[config.mk]
export PLATFORM = sky130hd
export DESIGN_NAME = rsc_device_flat
export DESIGN_NICKNAME = d
export VERILOG_FILES = /design/src/verilog/rsc_pkg.sv /design/src/verilog/rsc_if.sv /design/src/verilog/rsc_device.sv /design/src/flat_wrapper.sv
export SDC_FILE = /design/constraint.sdc
export NUM_CORES = 1
export LEC_CHECK = 0
export BUFFER_PORTS_ARGS = -buffer_cell sky130_fd_sc_hd__buf_4
export CAP_MARGIN = 10
export CORE_ASPECT_RATIO = 1.5
export CORE_MARGIN = 4
export CORE_UTILIZATION = 40
export CTS_BUF_LIST = sky130_fd_sc_hd__clkbuf_16
export DETAILED_ROUTE_END_ITERATION = 8
export PLACE_DENSITY_LB_ADDON = 0.3
export SYNTH_ARGS = -nofsm -noshare
export SYNTH_HDL_FRONTEND = slang
export SYNTH_SLANG_ARGS = --single-unit
export TNS_END_PERCENT = 10
[constraint.sdc]
create_clock -name aclk -period 12.8 [get_ports aclk]
set_input_delay 1.28 -clock aclk [delete_from_list [all_inputs] [get_ports aclk]]
set_output_delay 1.28 -clock aclk [all_outputs]
set_load 0.01 [all_outputs]
[src/verilog/rsc_pkg.sv]
/*
 Constants and types shared by the radio state controller and its host end.
 Assumes both ends run on one system clock and meet through rsc_if.
*/
// Operation
// - States change on strobes or internal events
// - Ready low on SO after power-up, IDLE
// - SO high until oscillator stable, then low
// - Reset strobe restores defaults, enters IDLE; cfg_a, cfg_b and cfg_wake in the host keep their values
// - Host follows manual power-up sequence
// - Force-on keeps oscillator running always
// - Off/power-down strobes from IDLE only
// - Host waits for SO low before SPI
// - Regulator off in SLEEP, on at CSn fall
// - RX/TX entered by strobe or wake timer
// - Calibrate on strobe or autocal policy
// - RX ends by rx_end_destination
// - TX ends by tx_end_destination
// - Receive strobe in TX goes to RX
// - TX/synth strobe in RX needs clear channel
// - Idle strobe forces IDLE from anywhere
// - Wake strobe: SLEEP, IDLE, RX cycle
// - Host enables RC oscillator before wake strobe
// - Exit wake by idle; FIFO lost in SLEEP
// - Event 0 powers up regulator and oscillator
// - Event 0 period mantissa times 2^(5*exp)
// - Host keeps sleep interval above minimum
// - Calibration lasts 18739 oscillator periods
package rsc_pkg;
	// ==========================================
	// Strobe codes
	typedef enum logic [3:0] {
		RSC_CMD_NONE,
		RSC_CMD_SRESET,
		RSC_CMD_OSC_OFF,
		RSC_CMD_PWR_DOWN,
		RSC_CMD_RX,
		RSC_CMD_TX,
		RSC_CMD_SYNTH_ON,
		RSC_CMD_CAL,
		RSC_CMD_IDLE,
		RSC_CMD_WAKE
	} rsc_cmd_t;

	typedef enum logic [1:0] {
		RSC_END_IDLE,
		RSC_END_SYNTH,
		RSC_END_TX,
		RSC_END_RX
	} rsc_end_t;

	// ==========================================
	// Timing
	localparam int unsigned CAL_CYCLES       = 18739;
	localparam int unsigned WAKE_BASE_CYCLES = 750;
	localparam int unsigned OSC_START_CYCLES = 64;
	localparam int unsigned EXP_STEP         = 5;
	localparam int unsigned CSN_HIGH_US      = 40;
	localparam int unsigned CLK_MHZ          = 200;
	localparam int unsigned CSN_HIGH_CYCLES  = CSN_HIGH_US * CLK_MHZ;
	localparam int unsigned SCLK_DIV         = 25;

	// ==========================================
	// Register map (controller registers over AXI4-Lite)
	localparam logic [7:0] REG_CMD    = 8'h00;
	localparam logic [7:0] REG_CFG_A  = 8'h04;
	localparam logic [7:0] REG_CFG_B  = 8'h08;
	localparam logic [7:0] REG_WAKE   = 8'h0C;
	localparam logic [7:0] REG_STATUS = 8'h10;

	// Config A: [0] osc force on, [2:1] autocal
	localparam int unsigned CFGA_FORCE_ON = 0;
	localparam int unsigned CFGA_AUTOCAL  = 1;
	// Config B: [1:0] rx end, [3:2] tx end, [5:4] cca rule
	localparam int unsigned CFGB_RXEND = 0;
	localparam int unsigned CFGB_TXEND = 2;
	localparam int unsigned CFGB_CCA   = 4;
	// Wake: [15:0] mantissa, [17:16] exponent, [20:18] second_wake_timeout, [31:24] rx time
	localparam int unsigned WAKE_EXP   = 16;
	localparam int unsigned WAKE_EV1   = 18;
	localparam int unsigned WAKE_RXT   = 24;
	localparam logic [31:0] CFG_A_RESET = 32'h0000_0002;
	localparam logic [31:0] CFG_B_RESET = 32'h0000_0030;
	localparam logic [31:0] WAKE_RESET  = 32'h0087_6B7F;
endpackage

[src/verilog/rsc_if.sv]
/*
 Link between host end and radio controller end: chip select, serial clock,
 serial data in and the SO ready line. Assumes a common aclk.
*/
`timescale 1ns/100ps
interface rsc_if;
	logic csn_low;
	logic sclk;
	logic si;
	logic so;
	modport dev  (input csn_low, sclk, si, output so);
	modport host (output csn_low, sclk, si, input so);
endinterface

[src/verilog/rsc_device.sv]
/*
 Radio state controller end. Receives 8-bit strobe bytes on si (MSB first,
 sampled on sclk rise while csn_low high); configuration arrives on separate input ports.
 Assumes link pins come from another domain; radio events are from aclk logic.
*/
`timescale 1ns/100ps
module rsc_device
	import rsc_pkg::*;
#(
	parameter int unsigned CAL_LEN = CAL_CYCLES,
	parameter int unsigned OSC_LEN = OSC_START_CYCLES
) (
	// Clock and reset
	input  wire logic        aclk,
	input  wire logic        aresetn,
	// Link
	rsc_if.dev               link,
	// Configuration
	input  wire logic        osc_force_on,
	input  wire logic [1:0]  auto_calibration_select,
	input  wire rsc_end_t    rx_end_destination,
	input  wire rsc_end_t    tx_end_destination,
	input  wire logic [1:0]  clear_channel_rule,
	input  wire logic [15:0] wake_period_mantissa,
	input  wire logic [1:0]  wake_period_exponent,
	input  wire logic [7:0]  second_wake_timeout,
	input  wire logic [7:0]  wake_rx_time,
	// Radio events
	input  wire logic        packet_received,
	input  wire logic        packet_sent,
	input  wire logic        tx_underflow,
	input  wire logic        rssi_below,
	input  wire logic        receiving,
	// Status
	output logic [4:0]       controller_state_number,
	output logic             osc_on,
	output logic             regulator_on,
	output logic             calibrating,
	output logic             fifo_flush
);
	typedef enum logic [3:0] {
		ST_SLEEP, ST_IDLE, ST_OSCILLATOR_OFF_STATE, ST_CAL, ST_RX, ST_TX, ST_SYNTH
	} rsc_state_t;

	// ==========================================
	// Synchronisers
	logic [1:0] csn_s, sclk_s, si_s;
	logic       sclk_prev_q, csn_prev_q;
	always_ff @(posedge aclk) begin
		csn_s  <= {csn_s[0], link.csn_low};
		sclk_s <= {sclk_s[0], link.sclk};
		si_s   <= {si_s[0], link.si};
		sclk_prev_q <= sclk_s[1];
		csn_prev_q  <= csn_s[1];
	end
	wire csn_fall = csn_s[1] & ~csn_prev_q;
	wire csn_rise = ~csn_s[1] & csn_prev_q;
	wire sclk_up  = sclk_s[1] & ~sclk_prev_q;

	// ==========================================
	// Strobe shifter
	logic [7:0] shift_q;
	logic [2:0] bits_q;
	logic       cmd_v_q;
	always_ff @(posedge aclk) begin
		cmd_v_q <= 1'b0;
		if (!aresetn || !csn_s[1]) begin
			bits_q <= 3'd0;
		end else if (sclk_up) begin
			shift_q <= {shift_q[6:0], si_s[1]};
			bits_q  <= bits_q + 3'd1;
			cmd_v_q <= (bits_q == 3'd7);
		end
	end
	rsc_cmd_t cmd;
	assign cmd = cmd_v_q ? rsc_cmd_t'(shift_q[3:0]) : RSC_CMD_NONE;

	// ==========================================
	// Clear channel
	function automatic logic chan_clear(input logic [1:0] r, input logic low, input logic rx);
		case (r)
			2'd0:    chan_clear = 1'b1;
			2'd1:    chan_clear = low;
			2'd2:    chan_clear = ~rx;
			default: chan_clear = low & ~rx;
		endcase
	endfunction

	// ==========================================
	// State machine
	rsc_state_t st_q, cal_next_q;
	logic       pend_sleep_q, pend_oscillator_off_state_q, wor_q, osc_rdy_q;
	logic [15:0] osc_cnt_q;
	logic [14:0] cal_cnt_q;
	logic [1:0]  ret_cnt_q;
	logic [7:0]  rxt_cnt_q;
	logic        ev0, ev1;
	wire force_idle = (cmd == RSC_CMD_IDLE) || (cmd == RSC_CMD_SRESET);

	function automatic rsc_state_t end_dest(input rsc_end_t e);
		case (e)
			RSC_END_SYNTH: end_dest = ST_SYNTH;
			RSC_END_TX:    end_dest = ST_TX;
			RSC_END_RX:    end_dest = ST_RX;
			default:       end_dest = ST_IDLE;
		endcase
	endfunction

	// Automatic return to IDLE, with autocal choices 2 and 3
	wire auto_ret_cal = (auto_calibration_select == 2'd2) ||
		(auto_calibration_select == 2'd3 && ret_cnt_q == 2'd3);
	wire go_cal_up    = (auto_calibration_select == 2'd1);

	always_ff @(posedge aclk) begin
		if (!aresetn || cmd == RSC_CMD_SRESET) begin
			st_q         <= ST_IDLE;
			pend_sleep_q <= 1'b0;
			pend_oscillator_off_state_q  <= 1'b0;
			wor_q        <= 1'b0;
			ret_cnt_q    <= 2'd0;
			cal_next_q   <= ST_IDLE;
			cal_cnt_q    <= '0;
			rxt_cnt_q    <= '0;
		end else if (cmd == RSC_CMD_IDLE) begin
			st_q         <= ST_IDLE;
			wor_q        <= 1'b0;
			pend_sleep_q <= 1'b0;
			pend_oscillator_off_state_q  <= 1'b0;
		end else begin
			case (st_q)
				ST_IDLE: begin
					if (cmd == RSC_CMD_PWR_DOWN || cmd == RSC_CMD_WAKE) begin
						pend_sleep_q <= 1'b1;
						wor_q        <= (cmd == RSC_CMD_WAKE);
					end else if (cmd == RSC_CMD_OSC_OFF) begin
						pend_oscillator_off_state_q <= 1'b1;
					end else if (cmd == RSC_CMD_CAL) begin
						st_q <= ST_CAL; cal_next_q <= ST_IDLE; cal_cnt_q <= '0;
					end else if (cmd == RSC_CMD_RX || cmd == RSC_CMD_TX || cmd == RSC_CMD_SYNTH_ON) begin
						rsc_state_t t;
						t = (cmd == RSC_CMD_RX) ? ST_RX : (cmd == RSC_CMD_TX) ? ST_TX : ST_SYNTH;
						if (go_cal_up) begin
							st_q <= ST_CAL; cal_next_q <= t; cal_cnt_q <= '0;
						end else begin
							st_q <= t;
						end
					end else if (csn_rise && pend_sleep_q) begin
						st_q <= ST_SLEEP; pend_sleep_q <= 1'b0;
					end else if (csn_rise && pend_oscillator_off_state_q) begin
						st_q <= ST_OSCILLATOR_OFF_STATE; pend_oscillator_off_state_q <= 1'b0;
					end
					if (wor_q && rxt_cnt_q == 8'd0 && !pend_sleep_q && osc_rdy_q && ev1) begin
						st_q <= ST_RX; rxt_cnt_q <= wake_rx_time;
					end
				end
				ST_SLEEP, ST_OSCILLATOR_OFF_STATE: begin
					if (csn_fall) begin
						st_q <= ST_IDLE; wor_q <= 1'b0;
					end else if (st_q == ST_SLEEP && wor_q && ev0) begin
						st_q <= ST_IDLE;
					end
				end
				ST_CAL: begin
					cal_cnt_q <= cal_cnt_q + 15'd1;
					if (cal_cnt_q == 15'(CAL_LEN - 1)) st_q <= cal_next_q;
				end
				ST_RX: begin
					if (wor_q && rxt_cnt_q != 8'd0 && ev0) rxt_cnt_q <= rxt_cnt_q - 8'd1;
					if (packet_received) begin
						wor_q <= 1'b0;
						if (end_dest(rx_end_destination) == ST_IDLE) begin
							ret_cnt_q <= ret_cnt_q + 2'd1;
							if (auto_ret_cal) begin
								st_q <= ST_CAL; cal_next_q <= ST_IDLE; cal_cnt_q <= '0;
							end else st_q <= ST_IDLE;
						end else st_q <= end_dest(rx_end_destination);
					end else if ((cmd == RSC_CMD_TX || cmd == RSC_CMD_SYNTH_ON) &&
						chan_clear(clear_channel_rule, rssi_below, receiving)) begin
						st_q <= (cmd == RSC_CMD_TX) ? ST_TX : ST_SYNTH;
					end else if (wor_q && rxt_cnt_q == 8'd1 && ev0) begin
						st_q <= ST_SLEEP;
					end
				end
				ST_TX: begin
					if (cmd == RSC_CMD_RX) st_q <= ST_RX;
					else if (tx_underflow) st_q <= ST_IDLE;
					else if (packet_sent) begin
						rsc_state_t d;
						d = end_dest(tx_end_destination);
						if (d == ST_IDLE) begin
							ret_cnt_q <= ret_cnt_q + 2'd1;
							if (auto_ret_cal) begin
								st_q <= ST_CAL; cal_next_q <= ST_IDLE; cal_cnt_q <= '0;
							end else st_q <= ST_IDLE;
						end else st_q <= d;
					end
				end
				ST_SYNTH: begin
					if (cmd == RSC_CMD_TX) st_q <= ST_TX;
					else if (cmd == RSC_CMD_RX) st_q <= ST_RX;
				end
				default: st_q <= ST_IDLE;
			endcase
		end
	end

	// ==========================================
	// Wake timer: event 0 period 750*M*2^(5*exp) cycles
	logic [47:0] wake_cnt_q;
	logic [47:0] ev1_cnt_q;
	wire  [47:0] wake_per = 48'(WAKE_BASE_CYCLES) * 48'(wake_period_mantissa)
		<< (EXP_STEP * wake_period_exponent);
	assign ev0 = wor_q && (wake_cnt_q == wake_per - 48'd1);
	assign ev1 = (ev1_cnt_q == 48'(WAKE_BASE_CYCLES) * 48'(second_wake_timeout));
	always_ff @(posedge aclk) begin
		if (!aresetn || !wor_q || ev0) wake_cnt_q <= '0;
		else wake_cnt_q <= wake_cnt_q + 48'd1;
		if (!aresetn || ev0) ev1_cnt_q <= '0;
		else if (!ev1) ev1_cnt_q <= ev1_cnt_q + 48'd1;
	end

	// ==========================================
	// Oscillator, regulator, ready
	wire osc_want = osc_force_on || (st_q != ST_SLEEP && st_q != ST_OSCILLATOR_OFF_STATE);
	always_ff @(posedge aclk) begin
		if (!aresetn || !osc_want) begin
			osc_cnt_q <= '0;
			osc_rdy_q <= 1'b0;
		end else if (osc_cnt_q == 16'(OSC_LEN - 1)) osc_rdy_q <= 1'b1;
		else osc_cnt_q <= osc_cnt_q + 16'd1;
	end
	always_ff @(posedge aclk) begin
		if (!aresetn) link.so <= 1'b1;
		else link.so <= ~osc_rdy_q | (cmd_v_q & cmd == RSC_CMD_SRESET);
	end
	always_ff @(posedge aclk) begin
		if (!aresetn) begin
			controller_state_number <= 5'd1;
			osc_on       <= 1'b1;
			regulator_on <= 1'b1;
			calibrating  <= 1'b0;
			fifo_flush   <= 1'b0;
		end else begin
			controller_state_number <= 5'(st_q);
			osc_on       <= osc_want;
			regulator_on <= (st_q != ST_SLEEP);
			calibrating  <= (st_q == ST_CAL);
			fifo_flush   <= (st_q == ST_SLEEP);
		end
	end
endmodule

[src/flat_wrapper.sv]
// flat-port wrapper written by rule: the top's interface ports become plain ports
module rsc_device_flat import rsc_pkg::*;
#(
	parameter int unsigned CAL_LEN = CAL_CYCLES,
	parameter int unsigned OSC_LEN = OSC_START_CYCLES
)
  (aclk, aresetn, osc_force_on, auto_calibration_select, rx_end_destination, tx_end_destination, clear_channel_rule, wake_period_mantissa, wake_period_exponent, second_wake_timeout, wake_rx_time, packet_received, packet_sent, tx_underflow, rssi_below, receiving, controller_state_number, osc_on, regulator_on, calibrating, fifo_flush, link_csn_low, link_sclk, link_si, link_so);
  rsc_if link_i ();
  input  wire logic aclk;
  input  wire logic aresetn;
  input  wire logic osc_force_on;
  input  wire logic [1:0] auto_calibration_select;
  input  wire rsc_end_t rx_end_destination;
  input  wire rsc_end_t tx_end_destination;
  input  wire logic [1:0] clear_channel_rule;
  input  wire logic [15:0] wake_period_mantissa;
  input  wire logic [1:0] wake_period_exponent;
  input  wire logic [7:0] second_wake_timeout;
  input  wire logic [7:0] wake_rx_time;
  input  wire logic packet_received;
  input  wire logic packet_sent;
  input  wire logic tx_underflow;
  input  wire logic rssi_below;
  input  wire logic receiving;
  output logic [4:0] controller_state_number;
  output logic osc_on;
  output logic regulator_on;
  output logic calibrating;
  output logic fifo_flush;
  input wire logic [$bits(link_i.csn_low)-1:0] link_csn_low;
  input wire logic [$bits(link_i.sclk)-1:0] link_sclk;
  input wire logic [$bits(link_i.si)-1:0] link_si;
  output wire logic [$bits(link_i.so)-1:0] link_so;
  assign link_i.csn_low = link_csn_low;
  assign link_i.sclk = link_sclk;
  assign link_i.si = link_si;
  assign link_so = link_i.so;
  rsc_device #(.CAL_LEN(CAL_LEN), .OSC_LEN(OSC_LEN)) u_core (.aclk(aclk), .aresetn(aresetn), .link(link_i), .osc_force_on(osc_force_on), .auto_calibration_select(auto_calibration_select), .rx_end_destination(rx_end_destination), .tx_end_destination(tx_end_destination), .clear_channel_rule(clear_channel_rule), .wake_period_mantissa(wake_period_mantissa), .wake_period_exponent(wake_period_exponent), .second_wake_timeout(second_wake_timeout), .wake_rx_time(wake_rx_time), .packet_received(packet_received), .packet_sent(packet_sent), .tx_underflow(tx_underflow), .rssi_below(rssi_below), .receiving(receiving), .controller_state_number(controller_state_number), .osc_on(osc_on), .regulator_on(regulator_on), .calibrating(calibrating), .fifo_flush(fifo_flush));
endmodule
# Yosys cells after proc, flatten, opt, wreduce, memory -nomap -nowiden

Cells that the tools add are included.

$add $sub $neg: 8
Multiply operators: 3
Equality and inequality tests: 64
Shift-type cells: 1
Multiplexer cells: 93
Bitwise operators: 15
Reductions and logical operators: 57

Operators by type and width:

| operator                | count |
|---|---|
| $mux W15                | 12 |
| $mux W4                 | 44 |
| $add A48 B1 Y48 const B | 2 |
| $pmux W15 S4            | 1 |
| $eq A48 B18 Y1          | 1 |
| $eq A48 B48 Y1          | 1 |
| $shl A26 B5 Y48         | 1 |
| $sub A48 B1 Y48 const B | 1 |
| $eq A4 B3 Y1 const B    | 7 |
| $ne A2 B1 Y1 const B    | 13 |
| $mul A9 B16 Y25 const A | 1 |
| $pmux W4 S6             | 1 |
| $reduce_and A12 Y1      | 2 |
| $mux W2                 | 9 |
| $pmux W3 S3             | 2 |
| $mul A9 B8 Y17 const A  | 1 |
| $mux W1                 | 17 |
| $add A16 B1 Y16 const B | 1 |
| $eq A16 B6 Y1 const B   | 1 |
| $eq A2 B2 Y1 const B    | 8 |
| $eq A4 B1 Y1 const B    | 4 |
| $eq A4 B2 Y1 const B    | 4 |
| $logic_and A1 B1 Y1     | 16 |
| $mux W8                 | 2 |
| other kinds (38)        | 89 |

Register bits after elaboration: 175
Input port bits: 53
Output and inout port bits: 10
Logic and storage cells: 268

# Depth between registers and ports, before layout

Gate-level depths: netlist of the first run.

Depth in word-level cells: 14
Gate-level depth with buffers: 28
Gate-level depth less buffers: 24

# Worst setup path after synthesis of the first run

OpenSTA, ideal clock, no wires.

Kind: in2reg
Start point: input wake_period_mantissa[6]
End point: register u_core.rxt_cnt_q[0]
Setup time: 71 ps
Arrival: 8,198 ps
Data required time: 12,729 ps
Slack: 4,531 ps
Stages: 23
Buffers on the path: 1
Path through: fa_1 inv_1 fa_1 fa_1 fa_1 inv_1 ha_1 o211ai_1 o21a_2 a2111oi_4 a21boi_2 xnor2_1 a221oi_2 nand4_2 or3_1 buf_6 or3_4 a221oi_2 o2111ai_1 nor4_2 a41oi_2 or4_1 a21oi_1

Cells in the longest elaborated chain, start to end: 8

RTL lines:

| element                            | RTL line           | text |
|---|---|---|
| start, declared                    | flat_wrapper.sv:16 | `input wire logic [15:0] wake_period_mantissa;` |
| $mul A9 B16 Y25                    | rsc_device.sv:211  | `wire [47:0] wake_per = 48'(WAKE_BASE_CYCLES) * 48'(wake_period_mantissa)` |
| $shl A26 B5 Y48                    | rsc_device.sv:211  |  |
| $sub A48 B1 Y48                    | rsc_device.sv:213  | `assign ev0 = wor_q && (wake_cnt_q == wake_per - 48'd1);` |
| $eq A48 B48 Y1                     | rsc_device.sv:213  |  |
| $logic_and A1 B1 Y1                | rsc_device.sv:213  |  |
| $logic_and A1 B1 Y1                | rsc_device.sv:168  | `if (wor_q && rxt_cnt_q != 8'd0 && ev0) rxt_cnt_q <= rxt_cnt_q - 8'd1;` |
| $ne A2 B1 Y1 (no source line)      | -                  |  |
| $reduce_and A4 Y1 (no source line) | -                  |  |
| end signal, assigned               | rsc_device.sv:168  |  |
| end, declared                      | rsc_device.sv:96   | `logic [7:0] rxt_cnt_q;` |

No other way between the ends.
A chain may end at the register's enable or synchronous reset.

# Final worst setup path of the first run

Start point: input wake_period_mantissa[11]
End point: register u_core.rxt_cnt_q[0]

Same word-level chain as after synthesis.

==> run_results.csv, run 1 <==
group,metric,value,unit
flow_run,maxCapViolations,0,
die,fp.coreArea,38800,µm²
route,num_vias,13400,
placement,place_congestion,0.949,
route,wirelength,38100,µm
finish,fin_nets,2210,
synth,ys_types,97,
synth,yosysWarnings,0,
setup_path,crit_slowest_cell,"or4_1",
cts,cts_buffer_depth,2,
cts,cts-htree-levels,4,
cts,post-cts-setup-buffers,0,
synth,synthCells,1928,
finish,multi_input_area,11300,µm²
route,drt-initial-drc-count,541,
sta,finalHoldViolations,0,
die,die_w,170,µm
cts,cts_tree,"done",
finish,diodes,0,
min_path,min_path_type,"flip-flop to flip-flop",
route,via_per_inst,5.47,
die,ios,63,
synth,synthTopCellsByArea,"dfxtp_1, fa_1, ha_1",
route,wire_per_inst,15.5,µm
synth,synthArstFlopShare,0,%
cts,clock_latency,440,ps
setup_path,crit_family,"simple AND/OR/NAND/NOR gates",
setup_path,r2r_start,"u_core.wake_cnt_q[3]",
setup_path,critPathMaxFanout,16,
synth,netlist_area,15800,µm²
power,p_per_area,214,nW/µm²
synth,synth_top_area_share,21.2,%
sta,setup_violations,0,
cts,cts_buffers,17,
setup_path,startpoint,"wake_period_mantissa[11]",
placement,portBuffers,60,
sta,tightestPinTransition,1200,ps
setup_path,cp_cell_sequence,"buf_4 -> fa_1 -> inv_1 -> fa_1 -> fa_1 -> fa_1 -> inv_1 -> ha_1 -> nand2_1 -> or4_1 -> or3_1 -> a21boi_1 -> nor2_1 -> a221oi_2 -> nand3_1 -> or3_1 -> or4_1 -> a221oi_2 -> o2111ai_1 -> nor4_2 -> a41oi_2 -> or4_1 -> a21oi_1",
global_route,gr-total-overflow,0,
die,rows,88,
placement,hpwl,30800,µm
finish,design_area,17200,µm²
sta,final.min_clock_period,9260,ps
global_route,antenna_found_initial,0,
synth,synth_flop_cell,"dfxtp_1",
setup_path,worstSetupEndpointType,"flip-flop",
sta,clock.fmax,108,MHz
die,start_util,40.8,%
sta,period_share,72.3,%
cts,cts.sinks,171,
sta,slew_viol_final,0,
setup_path,slowest_delay,640,ps
placement,dpl_cell_area,16600,µm²
global_route,first_global_vias,13500,
sta,rsz0062_at_grt,"false",
power,p_leak,6.96,nW
setup_path,cp.buffers_inverters,3,
finish,syn_to_final_growth,8.95,%
sta,slew_headroom,19.2,%
setup_path,critical_path_arrival,9610,ps
route,antenna_left,0,
cts,hold_buffers,0,
cts,clk_pin_slew,70,ps
setup_path,cp_data_required_time,13160,ps
synth,yosys.area.top_type,"dfxtp_1",
setup_path,crit_type,"input pin to flip-flop",
cts,clock-root-buffer,"clkbuf_16",
finish,nFillCells,3911,
power,peakVddDrop,0.000132,V
sta,fin_worst_skew,15.2,ps
setup_path,cp-start-kind,"input pin",
finish,layout-drive-gt1-share,7.31,%
global_route,grt_max_degree,49,
synth,syn_avg_cell_area,8.20,µm²
route,first_pass_iters,5,
route,route.detailed.drc,0,
cts,cts_resized,0,
setup_path,cpMostUsedCell,"fa_1",
min_path,hold_start,"u_core.si_s[0]",
synth,ys_ff_latch,171,
outcome,outcome,"complete, no violations",
synth,ys_seq_area_share,21.9,%
synth,synth_edf_count,4,
sta,setup_tns,0,ps
global_route,grt_pass1_wl,64500,µm
die,fp.dieH,251,µm
global_route,grt_use_total,17.9,%
finish,seq_area,3460,µm²
die,die_area,42800,µm²
## report_power, final
part | internal, mW | total (mW) | switching, mW | leakage [nW]
Clock | 0.294 | 0.524 | 0.229 | 0.294
Combinational | 0.969 | 2.61 | 1.64 | 5.28
Sequential | 0.539 | 0.544 | 0.00546 | 1.39
Total | 1.80 | 3.68 | 1.88 | 6.96
## synth_stat cells (5+ instances only)
cell and instances:
o211ai_1 18, dfxtp_1 167, a21oi_1 66, ha_1 120
o21a_1 8, o31ai_1 11, nor4_1 21, nor3b_1 10
mux2i_1 16, a211oi_1 16, a211o_1 5, o21ai_1 8
or3_1 23, and4_1 7, and3_1 40, buf_4 7
a221o_1 5, buf_2 12, buf_1 7, o22ai_1 7
o2111ai_1 5, a221oi_1 5, nand3_1 80, fa_1 93
xor2_1 94, o21ai_0 43, nand2b_1 14, inv_1 187
nand4_1 35, a311oi_1 5, a21o_1 18, nand3b_1 6
xnor2_1 113, and2_1 15, a22oi_1 5, nor2_1 255
a31oi_1 13, o221ai_1 5, nand2_1 130, nor3_1 49
or2_2 8, nor2b_1 14, or4_1 16, clkbuf_1 44
## layer usage
| metal | wire length (µm) | share of wire, % | track usage (%) | up-vias |
|---|---|---|---|---|
| li1 | - | - | - | 6685 |
| met5 | 0 | 0 | 0 | - |
| met2 | 20300 | 53 | 33.2 | 259 |
| met1 | 15500 | 41 | 20.6 | 6384 |
| met4 | 1300 | 3.4 | 7.28 | 0 |
| met3 | 1090 | 2.9 | 1.93 | 85 |
## stage by stage
step / utilization [%] / power, mW / setup WS [ps] / std cells / hold WS, ps
2_1_floorplan: - / 2.56 / 4530 / 1929 / 310
3_3_place_gp: 42.8 / 3.10 / 3290 / 2419 / 311
3_5_place_dp: 42.8 / 3.11 / 3100 / 2419 / 313
4_1_cts: 44.4 / 3.66 / 3570 / 2451 / 330
5_1_grt: 44.4 / 4.00 / 3090 / 2452 / 335
6_report: 44.4 / 3.68 / 3540 / 2452 / 329
## flip-flops by register name, indices dropped and copies added (netlist names), 4 cells and up
signal             cells
u_core.rxt_cnt_q       8
u_core.ev1_cnt_q      48
u_core.osc_cnt_q      16
u_core.cal_cnt_q      15
u_core.shift_q         4
u_core.wake_cnt_q     48
## cells in the final DEF (no fill, tap or decap), types with 8 or more instances in the layout
cell type,netlist,layout
or3_1,23,23
a21oi_1,66,66
mux2i_1,16,16
o21ai_1,8,8
nand2_1,130,130
nor3_1,49,49
nand2b_1,14,14
a31oi_1,13,13
nand3_1,80,80
nor3b_1,10,10
nor2b_1,14,14
and3_1,40,40
nand4_1,35,35
dfxtp_1,167,167
o211ai_1,18,18
o21ai_0,43,43
or2_2,8,8
ha_1,120,120
inv_1,187,187
xnor2_1,113,113
o21a_1,8,8
and2_1,15,15
o31ai_1,11,10
or4_1,16,16
fa_1,93,93
nor4_1,21,21
a211oi_1,16,16
buf_4,7,68
clkbuf_16,0,17
xor2_1,94,94
nor2_1,255,255
a21o_1,18,18
## cell families after synthesis
logic type / count (synthesis) / synth area share [%]
and+or+nand+nor: 744 / 23.1
xor gates and xnor gates: 208 / 11.6
adders and majority gates: 213 / 21.3
DFF: 171 / 21.9
other: 1 / 0.0237
muxes: 20 / 1.37
AOI/OAI and AO/OA: 311 / 14.2
buffers and inverters: 260 / 6.53
## path summary, 6_finish.rpt
kind,to,slack (ps),cells after the start
min reg2reg,u_core.si_s[1],330,0
max reg2reg,u_core.rxt_cnt_q[0],8330,14
max,u_core.rxt_cnt_q[0],3540,23
min,u_core.si_s[1],330,0
## area by class of cell
type | instances | share of cell area (%)
Multi-Input combinational cell | 1498 | 65.7
Sequential cell | 171 | 20.1
Inverter | 188 | 4.10
Tap cell | 495 | 3.60
Timing Repair Buffer | 68 | 2.97
Clock buffer | 17 | 2.47
Clock inverter | 15 | 1.02
Power figures use the tool's default switching activity.
==> run 2: changes to the inputs <==
==> constraint.sdc (replaced) <==
create_clock -name aclk -period 8.65 [get_ports aclk]
set_input_delay 0.865 -clock aclk [delete_from_list [all_inputs] [get_ports aclk]]
set_output_delay 0.865 -clock aclk [all_outputs]
set_load 0.01 [all_outputs]
==> run 2 against run 1 <==
Net effect: clock skew shrank 4.3 ps; sequential power rose by 48%; worst setup slack got worse by 3200 ps; clock power is 54% higher; sequential share of layout area is 0.35 points lower; register-to-register slack worse by 3800 ps; via count up 2.0%; die area unchanged; global-route usage rose by 0.19 points; final area rose by 1.8%; hold slack better by 3.3 ps; critical endpoint is now u_core.rxt_cnt_q[4].
==> run_results.csv, run 2 (synthesized netlist as in run 1, its figures left out) <==
group,metric,value,unit
sta,fin_worst_skew,10.9,ps
global_route,first_global_vias,13700,
route,antenna_left,0,
sta,slew_viol_final,0,
cts,cts_tree,"done",
finish,syn_to_final_growth,10.9,%
route,drt-initial-drc-count,720,
route,via_per_inst,5.51,
cts,hold_buffers,0,
die,die_w,170,µm
placement,dpl.cell_count,2448,
min_path,min_path_cells,0,
finish,top_regs,"u_core.ev1_cnt_q x48, u_core.wake_cnt_q x48, u_core.osc_cnt_q x16",
cts,cts.sinks,171,
route,wirelength,38800,µm
power,p_per_area,326,nW/µm²
cts,cts_resized,0,
cts,clock_latency,440,ps
cts,cts-htree-levels,4,
setup_path,cp-start-kind,"input pin",
setup_path,r2r_cells,14,
placement,hpwl,31300,µm
die,fp.coreArea,38800,µm²
placement,portBuffers,60,
finish,final_common_cell,"nor2_1",
route,first_pass_iters,5,
power,peakVddDrop,0.000188,V
sta,tightestPinTransition,1100,ps
die,ios,63,
global_route,grt_max_degree,49,
min_path,hold_path_end,"u_core.csn_s[1]",
finish,fin_nets,2240,
finish,diodes,0,
global_route,gr-total-overflow,0,
finish,layout-drive-gt1-share,8.81,%
sta,setup_violations,0,
sta,rsz0062_at_grt,"false",
min_path,min_path_type,"flip-flop to flip-flop",
sta,final.min_clock_period,8280,ps
sta,period_share,95.8,%
sta,clock.fmax,121,MHz
finish,multi_input_area,11300,µm²
finish,nFillCells,3966,
min_path,hold_start,"u_core.csn_s[0]",
die,fp.dieH,251,µm
sta,hold_slack,332,ps
setup_path,critPathMaxFanout,15,
global_route,antenna_found_initial,0,
finish,seq_area,3460,µm²
sta,finalHoldViolations,0,
cts,cts_buffer_depth,2,
placement,pre_cts_slack,-167,ps
power,p_leak,7.13,nW
sta,slew_headroom,25.7,%
placement,place_congestion,0.904,
die,rows,88,
die,start_util,40.8,%
setup_path,cp_data_required_time,9020,ps
setup_path,r2r_setup_slack,4530,ps
outcome,outcome,"complete, no violations",
setup_path,crit_type,"input pin to flip-flop",
finish,fin_util,45.2,%
setup_path,r2r_start,"u_core.ev1_cnt_q[38]",
cts,cts_buffers,17,
global_route,grt_use_total,18.1,%
finish,finalNonFillerCells,2482,
route,num_vias,13700,
flow_run,maxCapViolations,0,
sta,setup_slack,366,ps
cts,clk_pin_slew,80,ps
route,wire_per_inst,15.7,µm
setup_path,worstSetupEndpointType,"flip-flop",
die,die_area,42800,µm²
setup_path,critical_path_arrival,8650,ps
global_route,grt_pass1_wl,65300,µm
cts,clock-root-buffer,"clkbuf_16",
finish,final_cell_mix,"nor2_1, inv_1, dfxtp_1, nand2_1, ha_1",
cts,post-cts-setup-buffers,0,
setup_path,rr_endpoint,"u_core.rxt_cnt_q[4]",
route,route.detailed.drc,0,
run 2: cell count changes in the layout (fill, tap and decap cells not counted), sizes merged:
cell,before,now
buf,68,98
bufinv,2,1
clkinv,5,7
clkinvlp,1,0
run 2: report_power, final:
part	leakage, nW	switching, mW	internal, mW
Sequential	1.39	0.00791	0.797
Combinational	5.44	2.51	1.60
Clock	0.309	0.380	0.425
Total	7.13	2.90	2.82
run 2: through the flow:
| step | setup TNS, ps | total power, mW | cell area, µm² |
|---|---|---|---|
| global placement | -351 | 4.81 | 16800 |
| finish | 0 | 5.72 | 17500 |
| floorplan | 0 | 3.79 | 15800 |
| detailed placement | -1150 | 4.84 | 16800 |
| CTS | 0 | 5.68 | 17500 |
| global route | 0 | 6.18 | 17500 |
run 2: worst max-delay path by stage:
stage                            start                  end  slack (ps)  depth (start not counted)
2_1_floorplan  wake_period_mantissa[6]  u_core.rxt_cnt_q[0]         800                         23
3_3_place_gp   wake_period_mantissa[6]  u_core.rxt_cnt_q[7]         -60                         24
3_5_place_dp   wake_period_mantissa[6]  u_core.rxt_cnt_q[6]        -170                         24
4_1_cts        wake_period_mantissa[6]  u_core.rxt_cnt_q[6]         290                         24
5_1_grt        wake_period_mantissa[6]  u_core.rxt_cnt_q[2]          40                         24
6_report       wake_period_mantissa[6]  u_core.rxt_cnt_q[4]         370                         24
run 2: layer usage:
layer  up-vias  global-route usage, %  share of wire (%)
li1       6748                      -                  -
met5         -                      0                  0
met3        85                   1.97                3.2
met4         0                   7.05                3.1
met1      6526                   20.7                 40
met2       328                   33.9                 54
run 2: critical path: stages:
cell       delay, ps
buf_4            150
fa_1             560
inv_1             70
fa_1             530
fa_1             460
fa_1             550
inv_1             40
ha_1             330
o211ai_1         170
o21a_2           340
a2111oi_4        710
a21boi_2         130
xnor2_1          260
a221oi_2         350
nand4_2          240
or3_4            470
or4_1            550
a221oi_2         230
o2111ai_1        160
nor4_2           520
a41oi_2          180
buf_4            220
or3_1            370
a21oi_1          150
run 2: layout make-up:
class                      count  share of cell area [%]
inverter                     188                    4.03
multi-input combinational   1498                    64.6
clock inverter                15                    1.21
tap                          495                    3.54
clock buffer                  17                    2.43
timing repair buffer          98                    4.39
sequential                   171                    19.8
